File: config.mk
export PLATFORM = sky130hd
export DESIGN_NAME = vpu_unpacker
export DESIGN_NICKNAME = d
export VERILOG_FILES = /design/src/vpu_pkg.sv /design/src/vpu_unpacker.sv
export VERILOG_INCLUDE_DIRS = /design/src
export SDC_FILE = /design/constraint.sdc
export NUM_CORES = 1
export LEC_CHECK = 0
export ABC_AREA = 1
export BUFFER_PORTS_ARGS = -buffer_cell sky130_fd_sc_hd__buf_2
export CAP_MARGIN = 5
export CORE_MARGIN = 2
export CORE_UTILIZATION = 55
export DETAILED_ROUTE_END_ITERATION = 12
export GPL_TIMING_DRIVEN = 1
export PLACE_DENSITY = 0.79
export SETUP_SLACK_MARGIN = 0.5
export SYNTH_ARGS = -nofsm -noshare
export SYNTH_HDL_FRONTEND = slang
export SYNTH_SLANG_ARGS = --single-unit
File: constraint.sdc
create_clock -name ref_clk_i -period 5.35 [get_ports ref_clk_i]
set_clock_uncertainty 0.05 [all_clocks]
set_input_delay 0.535 -clock ref_clk_i [delete_from_list [all_inputs] [get_ports ref_clk_i]]
set_output_delay 0.535 -clock ref_clk_i [all_outputs]
set_load 0.03 [all_outputs]
File: src/vpu_defines.svh
// Register map, field positions and reset values of the pixel unpacker
`ifndef VPU_DEFINES_SVH
`define VPU_DEFINES_SVH
// Register byte offsets
`define VPU_CTRL_OFS      8'h00
`define VPU_MASK_OFS      8'h04
`define VPU_STAT_OFS      8'h08
// Control register fields
`define VPU_C_FMT         1:0
`define VPU_C_W64         2
`define VPU_C_NIB         3
`define VPU_C_BSW         4
`define VPU_C_B8DIR       5
`define VPU_C_HIPATH      7:6
`define VPU_C_POL         8
`define VPU_C_LIN         9
`define VPU_C_CONTIG      10
`define VPU_C_565         11
`define VPU_CTRL_BITS     12
`define VPU_CTRL_RST      12'h000
// Mask register fields
`define VPU_M_MASK        7:0
`define VPU_M_BANK        11:8
`define VPU_MASK_BITS     12
`define VPU_MASK_RST      12'h0FF
// Status register fields
`define VPU_S_WORDS       15:0
`define VPU_S_CNT         19:16
`define VPU_S_BUSY        20
// Hicolor path codes
`define VPU_PATH_IND      2'h0
`define VPU_PATH_DYN      2'h1
`define VPU_PATH_DIR      2'h3
// Pixel field slices
`define VPU_P565_R        15:11
`define VPU_P565_G        10:5
`define VPU_P555_R        14:10
`define VPU_P555_G        9:5
`define VPU_P_B           4:0
`define VPU_P_CTL         15
// Last pixel index per word, by format and width
`define VPU_LAST4_64      4'hF
`define VPU_LAST4_32      4'h7
`define VPU_LAST8_64      4'h7
`define VPU_LAST8_32      4'h3
`define VPU_LAST16_64     4'h3
`define VPU_LAST16_32     4'h1
`endif

File: src/vpu_pkg.sv
// Types shared by the pixel unpacker
package vpu_pkg;
    typedef enum logic [1:0] {
        VPU_FMT_4  = 2'h0,
        VPU_FMT_8  = 2'h1,
        VPU_FMT_16 = 2'h2,
        VPU_FMT_RS = 2'h3
    } vpu_fmt_t;
    typedef enum logic [1:0] {
        VPU_ST_IDLE = 2'b01,
        VPU_ST_EMIT = 2'b10
    } vpu_state_t;
endpackage

File: src/vpu_unpacker.sv
// Video memory word unpacker: 4/8/15/16 bpp to palette index or direct colour
//
// Added by the designer: the address map and the APB register port.
`timescale 1ns/10ps
`include "vpu_defines.svh"

module vpu_unpacker (
    input  wire logic        ref_clk_i,
    input  wire logic        rst_n_i,
    // APB slave
    input  wire logic        psel_i,
    input  wire logic        penable_i,
    input  wire logic        pwrite_i,
    input  wire logic [7:0]  paddr_i,
    input  wire logic [31:0] pwdata_i,
    output logic      [31:0] prdata_o,
    output logic             pready_o,
    output logic             pslverr_o,
    // Video memory side, one word per load strobe
    input  wire logic        word_load_clock_i,
    input  wire logic [63:0] pixel_port_bus_i,
    output logic             word_ready_o,
    // Palette / DAC side
    output logic             pix_valid_o,
    output logic             pix_bypass_o,
    output logic      [7:0]  pix_red_o,
    output logic      [7:0]  pix_grn_o,
    output logic      [7:0]  pix_blu_o
);

    ////////////////////////////////////////////////////////////////////////
    // Reset release through two flip-flops
    logic rst_meta_r;
    logic rst_n_r;

    always_ff @(posedge ref_clk_i or negedge rst_n_i) begin
        if (!rst_n_i) begin
            rst_meta_r <= 1'b0;
            rst_n_r    <= 1'b0;
        end else begin
            rst_meta_r <= 1'b1;
            rst_n_r    <= rst_meta_r;
        end
    end

    ////////////////////////////////////////////////////////////////////////
    // APB register file
    logic [`VPU_CTRL_BITS-1:0] ctrl_r;
    logic [`VPU_CTRL_BITS-1:0] ctrl_nxt;
    logic [`VPU_MASK_BITS-1:0] mask_r;
    logic [`VPU_MASK_BITS-1:0] mask_nxt;
    logic [31:0]               prdata_r;
    logic [31:0]               prdata_nxt;
    logic [31:0]               stat_w;
    logic [15:0]               words_r;
    logic [3:0]                cnt_r;
    logic                      busy_w;
    logic                      hit_w;
    logic                      wr_acc_w;

    // Only three words decode; anything else errors on the access phase
    assign hit_w = (paddr_i == `VPU_CTRL_OFS) || (paddr_i == `VPU_MASK_OFS)
                || (paddr_i == `VPU_STAT_OFS);
    assign wr_acc_w  = psel_i && penable_i && pwrite_i && hit_w;
    assign pready_o  = 1'b1;
    assign pslverr_o = psel_i && penable_i && !hit_w;
    assign prdata_o  = prdata_r;

    // Status shows the unpacker's own progress
    always_comb begin
        stat_w              = 32'h0000_0000;
        stat_w[`VPU_S_WORDS] = words_r;
        stat_w[`VPU_S_CNT]   = cnt_r;
        stat_w[`VPU_S_BUSY]  = busy_w;
    end

    // Next register values; read data is captured in the setup cycle
    always_comb begin
        ctrl_nxt   = ctrl_r;
        mask_nxt   = mask_r;
        prdata_nxt = prdata_r;
        if (wr_acc_w && paddr_i == `VPU_CTRL_OFS) begin
            ctrl_nxt = pwdata_i[`VPU_CTRL_BITS-1:0];
        end
        if (wr_acc_w && paddr_i == `VPU_MASK_OFS) begin
            mask_nxt = pwdata_i[`VPU_MASK_BITS-1:0];
        end
        if (psel_i && !penable_i && !pwrite_i) begin
            unique case (paddr_i)
                `VPU_CTRL_OFS: prdata_nxt = {20'h0_0000, ctrl_r};
                `VPU_MASK_OFS: prdata_nxt = {20'h0_0000, mask_r};
                `VPU_STAT_OFS: prdata_nxt = stat_w;
                default:       prdata_nxt = 32'h0000_0000;
            endcase
        end
    end

    always_ff @(posedge ref_clk_i or negedge rst_n_r) begin
        if (!rst_n_r) begin
            ctrl_r   <= `VPU_CTRL_RST;
            mask_r   <= `VPU_MASK_RST;
            prdata_r <= 32'h0000_0000;
        end else begin
            ctrl_r   <= ctrl_nxt;
            mask_r   <= mask_nxt;
            prdata_r <= prdata_nxt;
        end
    end

    ////////////////////////////////////////////////////////////////////////
    // Configuration fields
    vpu_pkg::vpu_fmt_t fmt_w;
    logic              w64_w;
    logic              nib_swap_w;
    logic              byte_swap_w;
    logic              b8_dir_w;
    logic [1:0]        hipath_w;
    logic              pol_w;
    logic              lin_w;
    logic              contig_w;
    logic              f565_w;
    logic [7:0]        pmask_w;
    logic [3:0]        bank_w;

    assign fmt_w       = vpu_pkg::vpu_fmt_t'(ctrl_r[`VPU_C_FMT]);
    assign w64_w       = ctrl_r[`VPU_C_W64];
    assign nib_swap_w  = ctrl_r[`VPU_C_NIB];
    assign byte_swap_w = ctrl_r[`VPU_C_BSW];
    assign b8_dir_w    = ctrl_r[`VPU_C_B8DIR];
    assign hipath_w    = ctrl_r[`VPU_C_HIPATH];
    assign pol_w       = ctrl_r[`VPU_C_POL];
    assign lin_w       = ctrl_r[`VPU_C_LIN];
    assign contig_w    = ctrl_r[`VPU_C_CONTIG];
    assign f565_w      = ctrl_r[`VPU_C_565];
    assign pmask_w     = mask_r[`VPU_M_MASK];
    assign bank_w      = mask_r[`VPU_M_BANK];

    ////////////////////////////////////////////////////////////////////////
    // Word holding and pixel sequencing
    vpu_pkg::vpu_state_t state_r;
    vpu_pkg::vpu_state_t state_nxt;
    logic [63:0]         word_r;
    logic [63:0]         word_nxt;
    logic [63:0]         swapped_w;
    logic [3:0]          cnt_nxt;
    logic [3:0]          last_w;
    logic [15:0]         words_nxt;
    logic                take_w;
    logic                at_last_w;

    // Pixels per word from format and memory width
    always_comb begin
        unique case (fmt_w)
            vpu_pkg::VPU_FMT_4:  last_w = w64_w ? `VPU_LAST4_64
                                                : `VPU_LAST4_32;
            vpu_pkg::VPU_FMT_16: last_w = w64_w ? `VPU_LAST16_64
                                                : `VPU_LAST16_32;
            default:             last_w = w64_w ? `VPU_LAST8_64
                                                : `VPU_LAST8_32;
        endcase
    end

    assign busy_w       = (state_r == vpu_pkg::VPU_ST_EMIT);
    assign at_last_w    = busy_w && (cnt_r == last_w);
    // A new word is accepted while idle or as the last pixel leaves
    assign word_ready_o = !busy_w || at_last_w;
    assign take_w       = word_load_clock_i && word_ready_o;

    // Byte pairs exchanged once at load so every format sees it
    always_comb begin
        swapped_w = pixel_port_bus_i;
        if (byte_swap_w) begin
            for (int i = 0; i < 4; i++) begin
                swapped_w[16*i +: 8]   = pixel_port_bus_i[16*i+8 +: 8];
                swapped_w[16*i+8 +: 8] = pixel_port_bus_i[16*i +: 8];
            end
        end
    end

    // Sequencer next state
    always_comb begin
        state_nxt = state_r;
        word_nxt  = word_r;
        cnt_nxt   = cnt_r;
        words_nxt = words_r;
        if (busy_w) begin
            cnt_nxt = cnt_r + 4'h1;
        end
        if (at_last_w && !take_w) begin
            state_nxt = vpu_pkg::VPU_ST_IDLE;
        end
        if (take_w) begin
            state_nxt = vpu_pkg::VPU_ST_EMIT;
            word_nxt  = swapped_w;
            cnt_nxt   = 4'h0;
            words_nxt = words_r + 16'h0001;
        end
    end

    always_ff @(posedge ref_clk_i or negedge rst_n_r) begin
        if (!rst_n_r) begin
            state_r <= vpu_pkg::VPU_ST_IDLE;
            word_r  <= 64'h0000_0000_0000_0000;
            cnt_r   <= 4'h0;
            words_r <= 16'h0000;
        end else begin
            state_r <= state_nxt;
            word_r  <= word_nxt;
            cnt_r   <= cnt_nxt;
            words_r <= words_nxt;
        end
    end

    ////////////////////////////////////////////////////////////////////////
    // Pixel selection: bit offset grows byte by byte from bit 0 upward; within a byte, 4 bpp nibble order follows the swap
    logic [5:0]  off_w;
    logic [63:0] shifted_w;
    logic [15:0] raw_w;

    always_comb begin
        unique case (fmt_w)
            // High nibble first unless swapped; swap only matters here
            vpu_pkg::VPU_FMT_4:  off_w = {cnt_r, 2'b00}
                                     ^ {3'b000, !nib_swap_w, 2'b00};
            vpu_pkg::VPU_FMT_16: off_w = {cnt_r[1:0], 4'h0};
            default:             off_w = {cnt_r[2:0], 3'b000};
        endcase
    end

    assign shifted_w = word_r >> off_w;
    assign raw_w     = shifted_w[15:0];

    ////////////////////////////////////////////////////////////////////////
    // Pixel to palette index or direct colour
    logic       dyn_w;
    logic       is565_w;
    logic       sparse_w;
    logic       fill_w;
    logic       direct_w;
    logic [4:0] r5_w;
    logic [5:0] g6_w;
    logic [4:0] b5_w;
    logic [7:0] red_nxt;
    logic [7:0] grn_nxt;
    logic [7:0] blu_nxt;
    logic       byp_nxt;
    logic       valid_nxt;
    logic [7:0] pix_red_r;
    logic [7:0] pix_grn_r;
    logic [7:0] pix_blu_r;
    logic       pix_byp_r;
    logic       pix_valid_r;

    // Dynamic bypass overrides format, addressing and fill
    assign dyn_w    = (hipath_w == `VPU_PATH_DYN);
    assign is565_w  = f565_w && !dyn_w;
    assign sparse_w = !contig_w || dyn_w;
    assign fill_w   = lin_w && !dyn_w;

    // Fields high to low; 5:5:5 leaves the top bit for control
    always_comb begin
        b5_w = raw_w[`VPU_P_B];
        if (is565_w) begin
            r5_w = raw_w[`VPU_P565_R];
            g6_w = raw_w[`VPU_P565_G];
        end else begin
            r5_w = raw_w[`VPU_P555_R];
            g6_w = {1'b0, raw_w[`VPU_P555_G]};
        end
    end

    // Path decode; unused code 10 falls back to lookup
    always_comb begin
        unique case (hipath_w)
            `VPU_PATH_DIR: direct_w = 1'b1;
            `VPU_PATH_DYN: direct_w = raw_w[`VPU_P_CTL] ^ pol_w;
            default:       direct_w = 1'b0;
        endcase
    end

    always_comb begin
        red_nxt   = 8'h00;
        grn_nxt   = 8'h00;
        blu_nxt   = 8'h00;
        byp_nxt   = 1'b0;
        valid_nxt = busy_w;
        unique case (fmt_w)
            vpu_pkg::VPU_FMT_4: begin
                // Bank forms the partition; upper mask bits unused
                red_nxt = {bank_w, raw_w[3:0] & pmask_w[3:0]};
                grn_nxt = red_nxt;
                blu_nxt = red_nxt;
            end
            vpu_pkg::VPU_FMT_16: begin
                byp_nxt = direct_w;
                if (direct_w) begin
                    red_nxt = fill_w ? {r5_w, r5_w[4:2]}
                                     : {r5_w, 3'b000};
                    blu_nxt = fill_w ? {b5_w, b5_w[4:2]}
                                     : {b5_w, 3'b000};
                    if (is565_w) begin
                        grn_nxt = fill_w ? {g6_w, g6_w[5:4]}
                                         : {g6_w, 2'b00};
                    end else begin
                        grn_nxt = fill_w ? {g6_w[4:0], g6_w[4:2]}
                                         : {g6_w[4:0], 3'b000};
                    end
                    // Mask still applies to bypassed dynamic pixels
                    if (dyn_w) begin
                        red_nxt = red_nxt & pmask_w;
                        grn_nxt = grn_nxt & pmask_w;
                        blu_nxt = blu_nxt & pmask_w;
                    end
                end else if (sparse_w) begin
                    // Zero low bits make low mask bits irrelevant
                    red_nxt = {r5_w, 3'b000} & pmask_w;
                    blu_nxt = {b5_w, 3'b000} & pmask_w;
                    grn_nxt = is565_w ? ({g6_w, 2'b00} & pmask_w)
                                      : ({g6_w[4:0], 3'b000}
                                         & pmask_w);
                end else if (is565_w) begin
                    // Four banks; red and blue in lower 32 of each
                    red_nxt = {bank_w[1:0], 1'b0,
                               r5_w & pmask_w[4:0]};
                    blu_nxt = {bank_w[1:0], 1'b0,
                               b5_w & pmask_w[4:0]};
                    grn_nxt = {bank_w[1:0], g6_w & pmask_w[5:0]};
                end else begin
                    // Eight banks of 32 entries
                    red_nxt = {bank_w[2:0], r5_w & pmask_w[4:0]};
                    blu_nxt = {bank_w[2:0], b5_w & pmask_w[4:0]};
                    grn_nxt = {bank_w[2:0],
                               g6_w[4:0] & pmask_w[4:0]};
                end
            end
            default: begin
                // Same byte to all three, masked only for lookup
                byp_nxt = b8_dir_w;
                red_nxt = b8_dir_w ? raw_w[7:0]
                                   : (raw_w[7:0] & pmask_w);
                grn_nxt = red_nxt;
                blu_nxt = red_nxt;
            end
        endcase
    end

    // Output stage; one pixel per clock while a word is held
    always_ff @(posedge ref_clk_i or negedge rst_n_r) begin
        if (!rst_n_r) begin
            pix_red_r   <= 8'h00;
            pix_grn_r   <= 8'h00;
            pix_blu_r   <= 8'h00;
            pix_byp_r   <= 1'b0;
            pix_valid_r <= 1'b0;
        end else begin
            pix_red_r   <= red_nxt;
            pix_grn_r   <= grn_nxt;
            pix_blu_r   <= blu_nxt;
            pix_byp_r   <= byp_nxt;
            pix_valid_r <= valid_nxt;
        end
    end

    assign pix_red_o    = pix_red_r;
    assign pix_grn_o    = pix_grn_r;
    assign pix_blu_o    = pix_blu_r;
    assign pix_bypass_o = pix_byp_r;
    assign pix_valid_o  = pix_valid_r;
endmodule

# Yosys cells after proc, flatten, opt, wreduce, memory -nomap -nowiden

Index checks and enable logic that the tools add are counted.

Register bits: 170
Input port bits: 110

Add/sub/neg operators: 2
Equal/unequal tests: 7
Shifts and indexed selects: 1
Muxes and demuxes: 39
Bitwise logic cells: 15
Reductions and logical operators: 29

Operators by type and width:

| cell                  | count |
|---|---|
| $mux 8                | 17 |
| $and 8x8->8           | 8 |
| $mux 64               | 1 |
| $shr 64x6->16         | 1 |
| $pmux 21 s3           | 1 |
| $pmux 8 s2            | 3 |
| $add 16x1->16 const B | 1 |
| $and 5x5->5           | 3 |
| $logic_and 1x1->1     | 13 |
| $mux 3                | 4 |
| $mux 4                | 3 |
| $pmux 6 s2            | 1 |
| $eq 8x3->1 const B    | 1 |
| $eq 8x4->1 const B    | 1 |
| $logic_not 1->1       | 8 |
| $logic_not 8->1       | 1 |
| $mux 2                | 4 |
| $pmux 4 s2            | 1 |
| $and 6x6->6           | 1 |
| $eq 2x2->1 const B    | 3 |
| $mux 6                | 1 |
| $xor 6x3->6           | 1 |
| $mux 5                | 1 |
| $add 4x1->4 const B   | 1 |
| other kinds (8)       | 13 |

# Depth between registers and ports, before layout

Gate-level depths: netlist (run 1).

Depth after elaboration: 13
Mapped depth: 18

# Worst setup path after synthesis (run 1)

Ideal clock, no wire load.

Kind: reg2reg
Start: register ctrl_r[0]
End: register word_r[62]
Library setup time: 0.127 ns
Arrival time: 2.109 ns
Data required time: 5.173 ns
Slack: 3.065 ns
Cell stages (with the launch flop): 12
Buffers on the path: 4
Path through: dfrtp_1 -> buf_6 -> nor2_4 -> buf_6 -> nand2_1 -> xor2_1 -> o31ai_4 -> nand2_2 -> inv_2 -> buf_6 -> buf_2 -> o21ai_1

Longest elaborated chain between the ends: 6
Elaborated cells on any way between the ends: 7
Those cells by class: 2 x eq/ne; 1 x mux; 4 x reduce/logical

RTL lines:

| what                                          | RTL line            | source |
|---|---|---|
| from (decl)                                   | vpu_unpacker.sv:48  | `` logic [`VPU_CTRL_BITS-1:0] ctrl_r; `` |
| from (signal assigned)                        | vpu_unpacker.sv:100 | `` ctrl_r <= `VPU_CTRL_RST; `` |
| from (signal assigned)                        | vpu_unpacker.sv:104 | `ctrl_r <= ctrl_nxt;` |
| $eq 2x2->1 or $logic_not 2->1 (tied branches) | vpu_unpacker.sv:153 | `unique case (fmt_w)` |
| $pmux 4 s2 *                                  | vpu_unpacker.sv:153 |  |
| $eq 4x4->1 *                                  | vpu_unpacker.sv:164 | `assign at_last_w = busy_w && (cnt_r == last_w);` |
| $logic_and 1x1->1 *                           | vpu_unpacker.sv:164 |  |
| $logic_or 1x1->1 *                            | vpu_unpacker.sv:166 | `assign word_ready_o = !busy_w \|\| at_last_w;` |
| named net word_ready_o                        | vpu_unpacker.sv:22  | `output logic word_ready_o,` |
| $logic_and 1x1->1 *                           | vpu_unpacker.sv:167 | `assign take_w = word_load_clock_i && word_ready_o;` |
| to (signal assigned)                          | vpu_unpacker.sv:208 | `word_r <= word_nxt;` |
| to (decl)                                     | vpu_unpacker.sv:142 | `logic [63:0] word_r;` |

The timed path passes the listed nets; every way through them passes the cells marked *.
A chain may end at the register's enable or synchronous reset.

# Worst setup path in the final report (run 1)

Start: register cnt_r[0]
End: register pix_blu_r[5] (netlist: pix_blu_o[5])

Longest elaborated chain between the ends: 7
Elaborated cells on any way between the ends: 13
Those cells by class: 1 x shift; 7 x mux; 5 x bitwise

RTL lines:

| what                                | RTL line            | source |
|---|---|---|
| from (decl)                         | vpu_unpacker.sv:56  | `logic [3:0] cnt_r;` |
| from (signal assigned)              | vpu_unpacker.sv:209 | `cnt_r <= cnt_nxt;` |
| $xor 6x3->6                         | vpu_unpacker.sv:224 | `^ {3'b000, !nib_swap_w, 2'b00};` |
| $pmux 6 s2 *                        | vpu_unpacker.sv:221 | `unique case (fmt_w)` |
| $shr 64x6->16 *                     | vpu_unpacker.sv:230 | `assign shifted_w = word_r >> off_w;` |
| $xor 1x1->1 (tied with other cells) | vpu_unpacker.sv:276 | `` `VPU_PATH_DYN: direct_w = raw_w[`VPU_P_CTL] ^ pol_w; `` |
| $pmux 1 s2 (tied with other cells)  | vpu_unpacker.sv:274 | `unique case (hipath_w)` |
| $mux 8                              | vpu_unpacker.sv:296 | `if (direct_w) begin` |
| $pmux 8 s2 *                        | vpu_unpacker.sv:287 | `unique case (fmt_w)` |
| named net blu_nxt[5]                | vpu_unpacker.sv:245 | `logic [7:0] blu_nxt;` |
| to (signal assigned)                | vpu_unpacker.sv:358 | `pix_blu_r <= blu_nxt;` |
| to (decl)                           | vpu_unpacker.sv:250 | `logic [7:0] pix_blu_r;` |

Marks and branches as above.

==> results.py, run 1 <==
metrics = {
    "outcome": {
        "status": "complete, no violations",
    },
    "setup_path": {
        "critPathArrivalTime_ps": 4110,
        "cp_slowest_stage_delay_ps": 770,
        "path_buf_inv": 0,
        "cp-end-kind": "flip-flop",
        "crit_fanout": 37,
        "cp_top_family": "simple AND/OR/NAND/NOR gates",
        "worst_path_most_repeated_cell": "nand2_1",
        "critPathRequiredTime_ps": 5610,
        "path_class": "flip-flop to flip-flop",
        "rrSetupSlack_ps": 1500,
        "path_cells": "nand2_1, nand3_2, nand2_1, nand2_1, nand2_1, nand3_1, nand3_1, nand3_1, nand3_1, nand2_1, nand2_1, nand2_1, nand2_1, nand2_1",
        "crit_path_start_kind": "flip-flop",
        "crit_slowest_cell": "nand3_2",
    },
    "clock_tree": {
        "cts_tree": "done",
        "cts_inserted_buffers": 17,
        "clk_latency_ps": 450,
        "clkTransAtPathRegs_ps": 70,
        "cts_htree_levels": 4,
        "ctsResizeCount": 0,
        "clockBufferDepth": 2,
        "post_cts_buffers": 0,
        "cts-root-buf": "clkbuf_16",
        "cts_sinks": 159,
    },
    "sta": {
        "rsz0062_at_grt": "no",
        "timing.final.crit_share_pct": 72.0,
        "timing.final.crit_period_ps": 3850,
        "slew_headroom_pct": 31.4,
        "finalSetupViolations": 0,
        "max_freq_ghz": 0.260,
        "setup_tns_ps": 0,
        "worstMarginPinSlew_ps": 1030,
        "hold_viol_final": 0,
        "final-max-slew-violation-count": 0,
    },
    "place": {
        "port_buffers": 138,
        "hpwl_um": 22800,
        "routabilityCongestion": 0.941,
        "dp_cells": 1879,
    },
    "logic_synthesis": {
        "syn_avg_cell_area_sq_um": 6.79,
        "ys_warn_count": 0,
        "synth-seq-cells": 159,
        "synth_area_leaders": "dfrtp_1 35%, nand2_1 17%, nand3_1 13%, o21ai_0 5.8%, inv_1 5.7%",
        "yosys.area.top_type_share_pct": 35.3,
        "synth_cell_types": 44,
        "synth_most_common_cell": "nand2_1",
        "async_flop_share_pct": 100,
        "synth-main-ff-cell": "dfrtp_1",
        "synthCells": 1565,
        "synth_area_leader_cell": "dfrtp_1",
        "netlist_top_cells_count": "480 x nand2_1, 266 x nand3_1, 160 x inv_1",
        "synth_edf_count": 0,
        "syn-cell-area_sq_um": 10600,
        "synth_seq_area_share_pct": 37.6,
    },
    "global_routing": {
        "met2_usage_pct": 49.3,
        "grt_antenna_before_repair": 0,
        "grt_pass1_vias": 9860,
        "busiest_layer": "met2",
        "grt_usage_pct": 32.0,
        "grt_pass1_wl_um": 50900,
        "met1_usage_pct": 44.6,
        "grt_overflow": 0,
        "grt_use_met3_pct": 7.21,
        "grt_max_degree": 109,
    },
    "routing": {
        "vias_per_cell": 5.63,
        "via_count": 10800,
        "ant_nets": 0,
        "routed_wl_um": 31800,
        "drt_iter0_markers": 1225,
        "firstDrtPassIters": 6,
        "avgRoutedWirePerCell_um": 16.6,
        "drc": 0,
    },
    "pwr": {
        "p_per_area_nw_per_um2": 504,
        "power_mw": 5.96,
        "p_leak_nw": 5.95,
        "peakVddDrop_mv": 0.389,
    },
    "floorplanning": {
        "core_sq_um": 18800,
        "dieArea_sq_um": 20400,
        "initial_utilization_pct": 56.4,
        "ios": 171,
        "rows": 50,
        "die_w_um": 143,
        "dieHeight_um": 143,
    },
    "run": {
        "maxCapViolations": 0,
    },
    "finish": {
        "fin_nets": 1751,
        "drive_above_1_share_pct": 13.0,
        "antenna_cells": 0,
        "multiInputGateArea_sq_um": 5450,
        "final_cells": 1912,
        "fill_cells": 1778,
        "syn2layout_area_growth_pct": 11.3,
        "regArea_sq_um": 4000,
    },
    "hold_path": {
        "min_path_type": "primary input to flip-flop",
    },
}
==> worst register-to-register path, stage by stage, from the launching register on <==
cell and delay [ps]:
dfrtp_1 470, nand2_1 610, nand3_2 770, nand2_1 370, nand2_1 80, nand2_1 60
nand3_1 110, nand3_1 160, nand3_1 100, nand3_1 140, nand2_1 320, nand2_1 300
nand2_1 80, nand2_1 60, nand2_1 50
==> stage by stage <==
step / hold slack (ps) / utilization (%) / area [sq um] / setup slack [ps]
detailed placement: 273 / 59.5 / 11200 / 1670
CTS: 281 / 62.8 / 11800 / 1640
global placement: 270 / 59.5 / 11200 / 1700
global route: 294 / 62.8 / 11800 / 1260
floorplan: 189 / - / 10700 / 557
finish: 284 / 62.8 / 11800 / 1500
==> layout make-up <==
cell class	count	area share, %
multi-input combinational	1145	46.1
inverter	165	5.27
clock buffer	18	3.72
timing repair buffer	151	6.90
tap	260	2.75
clock inverter	14	1.44
sequential	159	33.8
==> sequential cells by signal, summed over array words and instances, names as in the netlist <==
register and count:
cnt_r 4, ctrl_r 12, pix_valid_o 1, rst_meta_r 1, pix_blu_o 8, pix_red_o 8
word_r 64, rst_n_r 1, state_r 2, pix_bypass_o 1, words_r 16, pix_grn_o 8
mask_r 12, prdata_o 21
==> path summary, 6_finish.rpt <==
kind,start,endpoint,cells after the start
min in group asynchronous,rst_n_i,rst_n_r$_DFF_PN0_,2
hold reg to reg,rst_meta_r$_DFF_PN0_,rst_n_r$_DFF_PN0_,0
setup / recovery,cnt_r[0]$_DFFE_PN0P_,pix_blu_o[5]$_DFF_PN0_,14
max in group asynchronous,rst_n_r$_DFF_PN0_,word_r[48]$_DFFE_PN0P_,1
setup reg to reg,cnt_r[0]$_DFFE_PN0P_,pix_blu_o[5]$_DFF_PN0_,14
hold / removal,pwdata_i[0],mask_r[0]$_DFFE_PN1P_,3
==> layer usage <==
| metal | part of all wire (%) | vias up | wire length [um] |
|---|---|---|---|
| li1 | - | 5270 | - |
| met1 | 44 | 4958 | 14100 |
| met2 | 45 | 464 | 14400 |
| met3 | 8.1 | 67 | 2570 |
| met4 | 2.7 | 0 | 852 |
| met5 | 0 | - | 0 |
==> power by group <==
group	internal, mW	switching [mW]	total, mW
sequential	1.50	0.176	1.68
combinational	0.854	2.16	3.01
clock	0.681	0.586	1.27
total	3.03	2.92	5.96
==> cell families after synthesis <==
logic type	after synthesis	synth area share, %
AOI/OAI and AO/OA	263	14.1
xor gates and xnor gates	19	1.57
adders and majority gates	2	0.236
buffers and inverters	272	11.6
DFF	159	37.6
other	2	0.0707
and+or+nand+nor	848	34.8
==> placed cells by master (no fill, tap or decap), types with 3 or more instances in the layout <==
master	instances
nand2_1	480
nand3_1	266
inv_1	160
dfrtp_1	148
buf_2	138
o21ai_0	123
nor2_1	51
o21ai_1	41
o211ai_1	40
a21oi_1	33
nand4_1	18
xor2_1	18
clkbuf_16	17
conb_1	13
buf_4	10
dfstp_2	9
nor3_1	8
a221oi_1	8
o31ai_1	7
nor4_1	5
nor2_4	4
o22ai_1	4
inv_6	4
a22oi_1	3
inv_2	3
clkinv_8	3
inv_8	3
==> repair_timing <==
action	in CTS	in global routing
setup endpoints to repair	0	0
hold buffers	1	0
endpoints found under the hold margin	2	0
Note: power is estimated with default switching activity, not from simulation.
==> run 2, diff against run 1 <==
- ABC_AREA: 1 -> 0
- PLACE_DENSITY: 0.79 -> 0.8
- clock period: 5.35 -> 4 ns (I/O delays scaled with it)
==> results.py, run 2 <==
metrics = {
    "floorplanning": {
        "initial_utilization_pct": 56.5,
        "dieHeight_um": 138,
        "core_sq_um": 17400,
        "die_w_um": 138,
        "dieArea_sq_um": 18900,
        "ios": 171,
        "rows": 48,
    },
    "logic_synthesis": {
        "synth-seq-cells": 159,
        "synth_edf_count": 0,
        "netlist_top_cells_count": "156 x nand2_1, 150 x dfrtp_1, 106 x o21ai_0",
        "synth_seq_area_share_pct": 40.7,
        "synth_most_common_cell": "nand2_1",
        "synthCells": 1008,
        "yosys.area.top_type_share_pct": 38.3,
        "synth_area_leaders": "dfrtp_1 38%, mux2i_1 9.3%, mux4_2 7.1%, nand2_1 6.0%, o21ai_0 5.4%",
        "synth_cell_types": 82,
        "synth_area_leader_cell": "dfrtp_1",
        "ys_warn_count": 0,
        "syn-cell-area_sq_um": 9810,
        "synth-main-ff-cell": "dfrtp_1",
        "syn_avg_cell_area_sq_um": 9.74,
        "async_flop_share_pct": 100,
    },
    "clock_tree": {
        "cts_sinks": 159,
        "cts_htree_levels": 4,
        "cts_tree": "done",
        "clockBufferDepth": 2,
        "cts-root-buf": "clkbuf_16",
        "cts_inserted_buffers": 17,
        "clkTransAtPathRegs_ps": 70,
        "clk_latency_ps": 440,
    },
    "sta": {
        "hold_viol_final": 0,
        "final-max-slew-violation-count": 0,
        "slew_headroom_pct": 27.0,
        "setup_tns_ps": 0,
        "setup_ws_ps": 641,
        "whs_ps": 157,
        "timing.final.crit_period_ps": 3360,
        "rsz0062_at_grt": "no",
        "finalSetupViolations": 0,
        "worstMarginPinSlew_ps": 1090,
        "timing.final.crit_share_pct": 84.0,
        "max_freq_ghz": 0.298,
    },
    "routing": {
        "vias_per_cell": 6.37,
        "drc": 0,
        "firstDrtPassIters": 6,
        "via_count": 8600,
        "ant_nets": 0,
        "drt_iter0_markers": 848,
        "routed_wl_um": 27200,
        "avgRoutedWirePerCell_um": 20.1,
    },
    "setup_path": {
        "crit_path_start_kind": "flip-flop",
        "critPathRequiredTime_ps": 4270,
        "path_cells": "or2_4, nor2_8, buf_12, mux4_2, a221oi_1, a221oi_2, a21oi_2, o22ai_1, a311o_1",
        "path_class": "flip-flop to flip-flop",
        "crit_slowest_cell": "dfrtp_1",
        "critPathArrivalTime_ps": 3630,
        "cp_slowest_stage_delay_ps": 530,
        "crit_fanout": 18,
        "cp-end-kind": "flip-flop",
    },
    "outcome": {
        "status": "complete, no violations",
    },
    "hold_path": {
        "min_path_type": "primary input to flip-flop",
    },
    "finish": {
        "fill_cells": 1407,
        "utilization_pct": 64.7,
        "fin_nets": 1225,
        "mostFrequentLayoutCell": "nand2_1",
        "final_cell_mix": "156 x nand2_1, 147 x dfrtp_1, 138 x buf_2",
        "fin_area_sq_um": 11200,
        "largest_reg_flops": 64,
        "drive_above_1_share_pct": 25.8,
        "syn2layout_area_growth_pct": 14.5,
        "final_cells": 1351,
        "max_flop_register": "word_r",
        "antenna_cells": 0,
    },
    "pwr": {
        "peakVddDrop_mv": 0.335,
        "p_comb_share_pct": 39.1,
        "power_switching_share_pct": 41.9,
        "p_per_area_nw_per_um2": 619,
        "clkPwrFrac_pct": 23.6,
        "intPower_mw": 4.04,
        "switching_power_mw": 2.92,
        "power_mw": 6.96,
        "seq_power_share_pct": 37.3,
        "p_leak_nw": 4.90,
    },
    "global_routing": {
        "grt_max_degree": 132,
        "grt_pass1_wl_um": 43500,
        "grt_usage_pct": 30.1,
        "grt_pass1_vias": 8041,
        "grt_overflow": 0,
        "grt_antenna_before_repair": 0,
    },
    "place": {
        "placed_area_sq_um": 10600,
        "dp_slack_ps": 511,
        "routabilityCongestion": 0.957,
        "dp_cells": 1318,
        "hpwl_um": 20000,
        "port_buffers": 138,
    },
    "run": {
        "maxCapViolations": 0,
    },
}
run 2: area by class of cell:
class	instances	area, sq um	area share, %
clock buffer	17	425	3.79
multi-input combinational	760	5410	48.1
timing repair buffer	163	918	8.17
inverter	12	45.0	0.401
sequential	159	4000	35.6
clock inverter	15	158	1.40
tap	225	282	2.51
run 2: per-layer routing:
layer | up-vias | track usage, % | routed length (um)
met4 | 0 | 13.3 | 1150
li1 | 3907 | - | -
met1 | 4170 | 40.9 | 11200
met2 | 431 | 47.1 | 12900
met3 | 92 | 5.56 | 1970
met5 | - | 0 | 0
run 2: cell families after synthesis:
kind of cell	synth area share [%]
AOI/OAI and AO/OA	18.1
xor gates and xnor gates	1.85
buffers and inverters	5.06
DFF	40.7
and+or+nand+nor	14.0
other	0.0765
muxes	20.0
adders and majority gates	0.255
run 2: what timing repair did:
item	4_1_cts	5_1_grt
resized for setup	0	8
hold buffers	1	0
hold endpoints to repair	2	0
buffers inserted	0	0
setup endpoints to repair	0	14
run 2: final timing paths:
path / from / to / slack, ps / cells past startpoint
max: ctrl_r[0]$_DFFE_PN0P_ / pix_red_o[3]$_DFF_PN0_ / 640 / 9
min: pwdata_i[11] / ctrl_r[11]$_DFFE_PN0P_ / 160 / 2
max reg2reg: ctrl_r[0]$_DFFE_PN0P_ / pix_red_o[3]$_DFF_PN0_ / 640 / 9
min reg2reg: rst_n_r$_DFF_PN0_ / prdata_o[19]$_DFFE_PN0P_ / 240 / 0
max in group asynchronous: rst_n_r$_DFF_PN0_ / pix_grn_o[6]$_DFF_PN0_ / 2720 / 1
min in group asynchronous: rst_n_i / rst_meta_r$_DFF_PN0_ / 220 / 2
run 2: power groups by stage:
stage,logic (mW),clock network [mW],registers (mW)
after floorplan,1.99,0,2.35
after global placement,2.59,0,2.58
after detailed placement,2.63,0,2.59
after CTS,2.65,1.65,2.56
after global routing,2.95,1.73,2.64
final,2.72,1.64,2.60
run 2: critical path, delay by kind of cell (launching register included):
family                 cells  cell delay, ps
AOI/OAI and AO/OA          5            1270
buffers and inverters      1             210
DFF                        1             530
muxes                      1             510
and+or+nand+nor            2             650
==> run 3, diff against run 2 <==
- ABC_AREA: 0 -> 1
- PLACE_DENSITY: 0.8 -> 0.79
- clock period: 4 -> 3.25 ns (I/O delays scaled with it)
==> results.py, run 3 (synthesis gave the netlist of run 1 again) <==
metrics = {
    "sta": {
        "rsz0062_at_grt": "yes",
        "slew_headroom_pct": 24.4,
        "setup_tns_ps": 0,
        "worstMarginPinSlew_ps": 1130,
        "max_freq_ghz": 0.371,
        "final-max-slew-violation-count": 0,
        "timing.final.crit_period_ps": 2700,
        "timing.final.crit_share_pct": 83.0,
        "finalSetupViolations": 0,
        "hold_viol_final": 0,
    },
    "setup_path": {
        "crit_path_start_kind": "flip-flop",
        "critPathArrivalTime_ps": 2950,
        "path_class": "flip-flop to flip-flop",
        "cp_slowest_stage_delay_ps": 510,
        "path_cells": "nor2_4, buf_4, a21boi_4, buf_12, buf_4, nand2_1, nand3_1, nand3_1, nand2_1, a22oi_1, nand3_1",
        "cp-end-kind": "flip-flop",
        "crit_fanout": 59,
        "worst_r2r_endpoint": "pix_grn_o[4]$_DFF_PN0_",
        "critPathRequiredTime_ps": 3500,
        "cp_top_family": "simple AND/OR/NAND/NOR gates",
        "worst_path_most_repeated_cell": "nand3_1",
        "rrSetupSlack_ps": 550,
        "path_buf_inv": 3,
        "reg2reg_depth": 11,
        "r2r-start": "ctrl_r[0]$_DFFE_PN0P_",
        "crit_slowest_cell": "dfrtp_2",
    },
    "finish": {
        "syn2layout_area_growth_pct": 16.2,
        "max_flop_register": "word_r",
        "fill_cells": 1706,
        "fin_area_sq_um": 12300,
        "drive_above_1_share_pct": 15.6,
        "antenna_cells": 0,
        "final_cell_mix": "475 x nand2_1, 261 x nand3_1, 160 x inv_1",
        "final_cells": 1949,
        "largest_reg_flops": 64,
        "fin_nets": 1788,
        "mostFrequentLayoutCell": "nand2_1",
    },
    "floorplanning": {
        "initial_utilization_pct": 56.4,
        "core_sq_um": 18800,
        "dieHeight_um": 143,
        "die_w_um": 143,
        "rows": 50,
        "ios": 171,
        "dieArea_sq_um": 20400,
    },
    "place": {
        "dp_cells": 1905,
        "placed_area_sq_um": 11500,
        "hpwl_um": 23900,
        "port_buffers": 138,
        "routabilityCongestion": 0.990,
    },
    "routing": {
        "ant_nets": 0,
        "via_count": 11000,
        "routed_wl_um": 33400,
        "firstDrtPassIters": 6,
        "vias_per_cell": 5.65,
        "drc": 0,
        "drt_iter0_markers": 1209,
        "avgRoutedWirePerCell_um": 17.2,
    },
    "pwr": {
        "intPower_mw": 5.28,
        "p_leak_nw": 6.21,
        "clkPwrFrac_pct": 20.3,
        "seq_power_share_pct": 26.9,
        "peakVddDrop_mv": 0.829,
        "p_per_area_nw_per_um2": 836,
        "p_comb_share_pct": 52.9,
        "switching_power_mw": 5.05,
        "power_switching_share_pct": 48.9,
    },
    "global_routing": {
        "grt_pass1_vias": 9759,
        "grt_pass1_wl_um": 52400,
        "grt_max_degree": 131,
        "grt_usage_pct": 32.9,
        "grt_antenna_before_repair": 0,
        "grt_overflow": 0,
    },
    "clock_tree": {
        "cts_htree_levels": 4,
        "clockBufferDepth": 2,
        "cts_sinks": 159,
        "clk_latency_ps": 450,
        "cts-root-buf": "clkbuf_16",
        "clkTransAtPathRegs_ps": 80,
        "cts_inserted_buffers": 17,
        "cts_tree": "done",
    },
    "hold_path": {
        "min_to": "mask_r[7]$_DFFE_PN1P_",
        "hold_start": "pwdata_i[7]",
        "min_path_type": "primary input to flip-flop",
        "holdPathStages": 3,
    },
    "outcome": {
        "status": "complete, no violations",
    },
    "run": {
        "maxCapViolations": 0,
    },
}
## run 3: layer usage
layer  track usage [%]  wire length [um]  up-vias
met4              10.6               910        0
met5                 0                 0        -
met2              49.7             14900      480
met3              5.03              2310       67
li1                  -                 -     5345
met1              48.5             15300     5122
## run 3: worst max-delay path by stage
stage / cells past startpoint / startpoint / endpoint / slack (ps)
5_1_grt: 14 / ctrl_r[0]$_DFFE_PN0P_ / pix_grn_o[5]$_DFF_PN0_ / 460
2_1_floorplan: 0 / rst_n_r$_DFF_PN0_ / cnt_r[0]$_DFFE_PN0P_ / 580
4_1_cts: 16 / ctrl_r[0]$_DFFE_PN0P_ / pix_grn_o[0]$_DFF_PN0_ / 510
3_3_place_gp: 15 / ctrl_r[0]$_DFFE_PN0P_ / pix_grn_o[0]$_DFF_PN0_ / 570
3_5_place_dp: 16 / ctrl_r[0]$_DFFE_PN0P_ / pix_grn_o[0]$_DFF_PN0_ / 510
6_report: 11 / ctrl_r[0]$_DFFE_PN0P_ / pix_grn_o[4]$_DFF_PN0_ / 550
## run 3: worst register-to-register path: stages (launching register included)
cell and delay (ps):
dfrtp_2 510, nor2_4 270, buf_4 170, a21boi_4 60
buf_12 200, buf_4 250, nand2_1 90, nand3_1 70
nand3_1 100, nand2_1 230, a22oi_1 410, nand3_1 140
## run 3: final cells by class
type / count / area [sq um] / share of cell area (%)
clock buffer: 17 / 425 / 3.45
inverter: 165 / 623 / 5.05
tap: 260 / 325 / 2.63
clock inverter: 15 / 193 / 1.56
sequential: 159 / 4000 / 32.4
timing repair buffer: 188 / 1260 / 10.2
multi-input combinational: 1145 / 5520 / 44.7
## run 3: power groups by stage
stage	Clock (mW)	Combinational, mW	Sequential, mW
floorplan	0	3.62	2.73
global placement	0	4.99	2.77
detailed placement	0	5.04	2.79
CTS	2.11	5.08	2.76
global route	2.19	5.98	2.83
finish	2.09	5.46	2.77
## run 3: what timing repair did
action                                 CTS  global route
endpoints found under the hold margin    2             0
hold buffers                             1             0
gates resized for setup                  0            19
gates cloned                             0             3
pin swaps                                1             3
setup buffers                            0             8
setup endpoints to repair                3            46
## run 3: through the flow
stage / worst slack [ps] / util, % / power (mW) / hold WS [ps]
2_1_floorplan: 576 / - / 6.35 / -20.6
5_1_grt: 459 / 65.6 / 11.0 / 80.2
3_3_place_gp: 571 / 61.1 / 7.76 / 60.7
6_report: 552 / 65.6 / 10.3 / 78.1
3_5_place_dp: 512 / 61.1 / 7.83 / 64.0
4_1_cts: 507 / 64.4 / 9.95 / 73.9
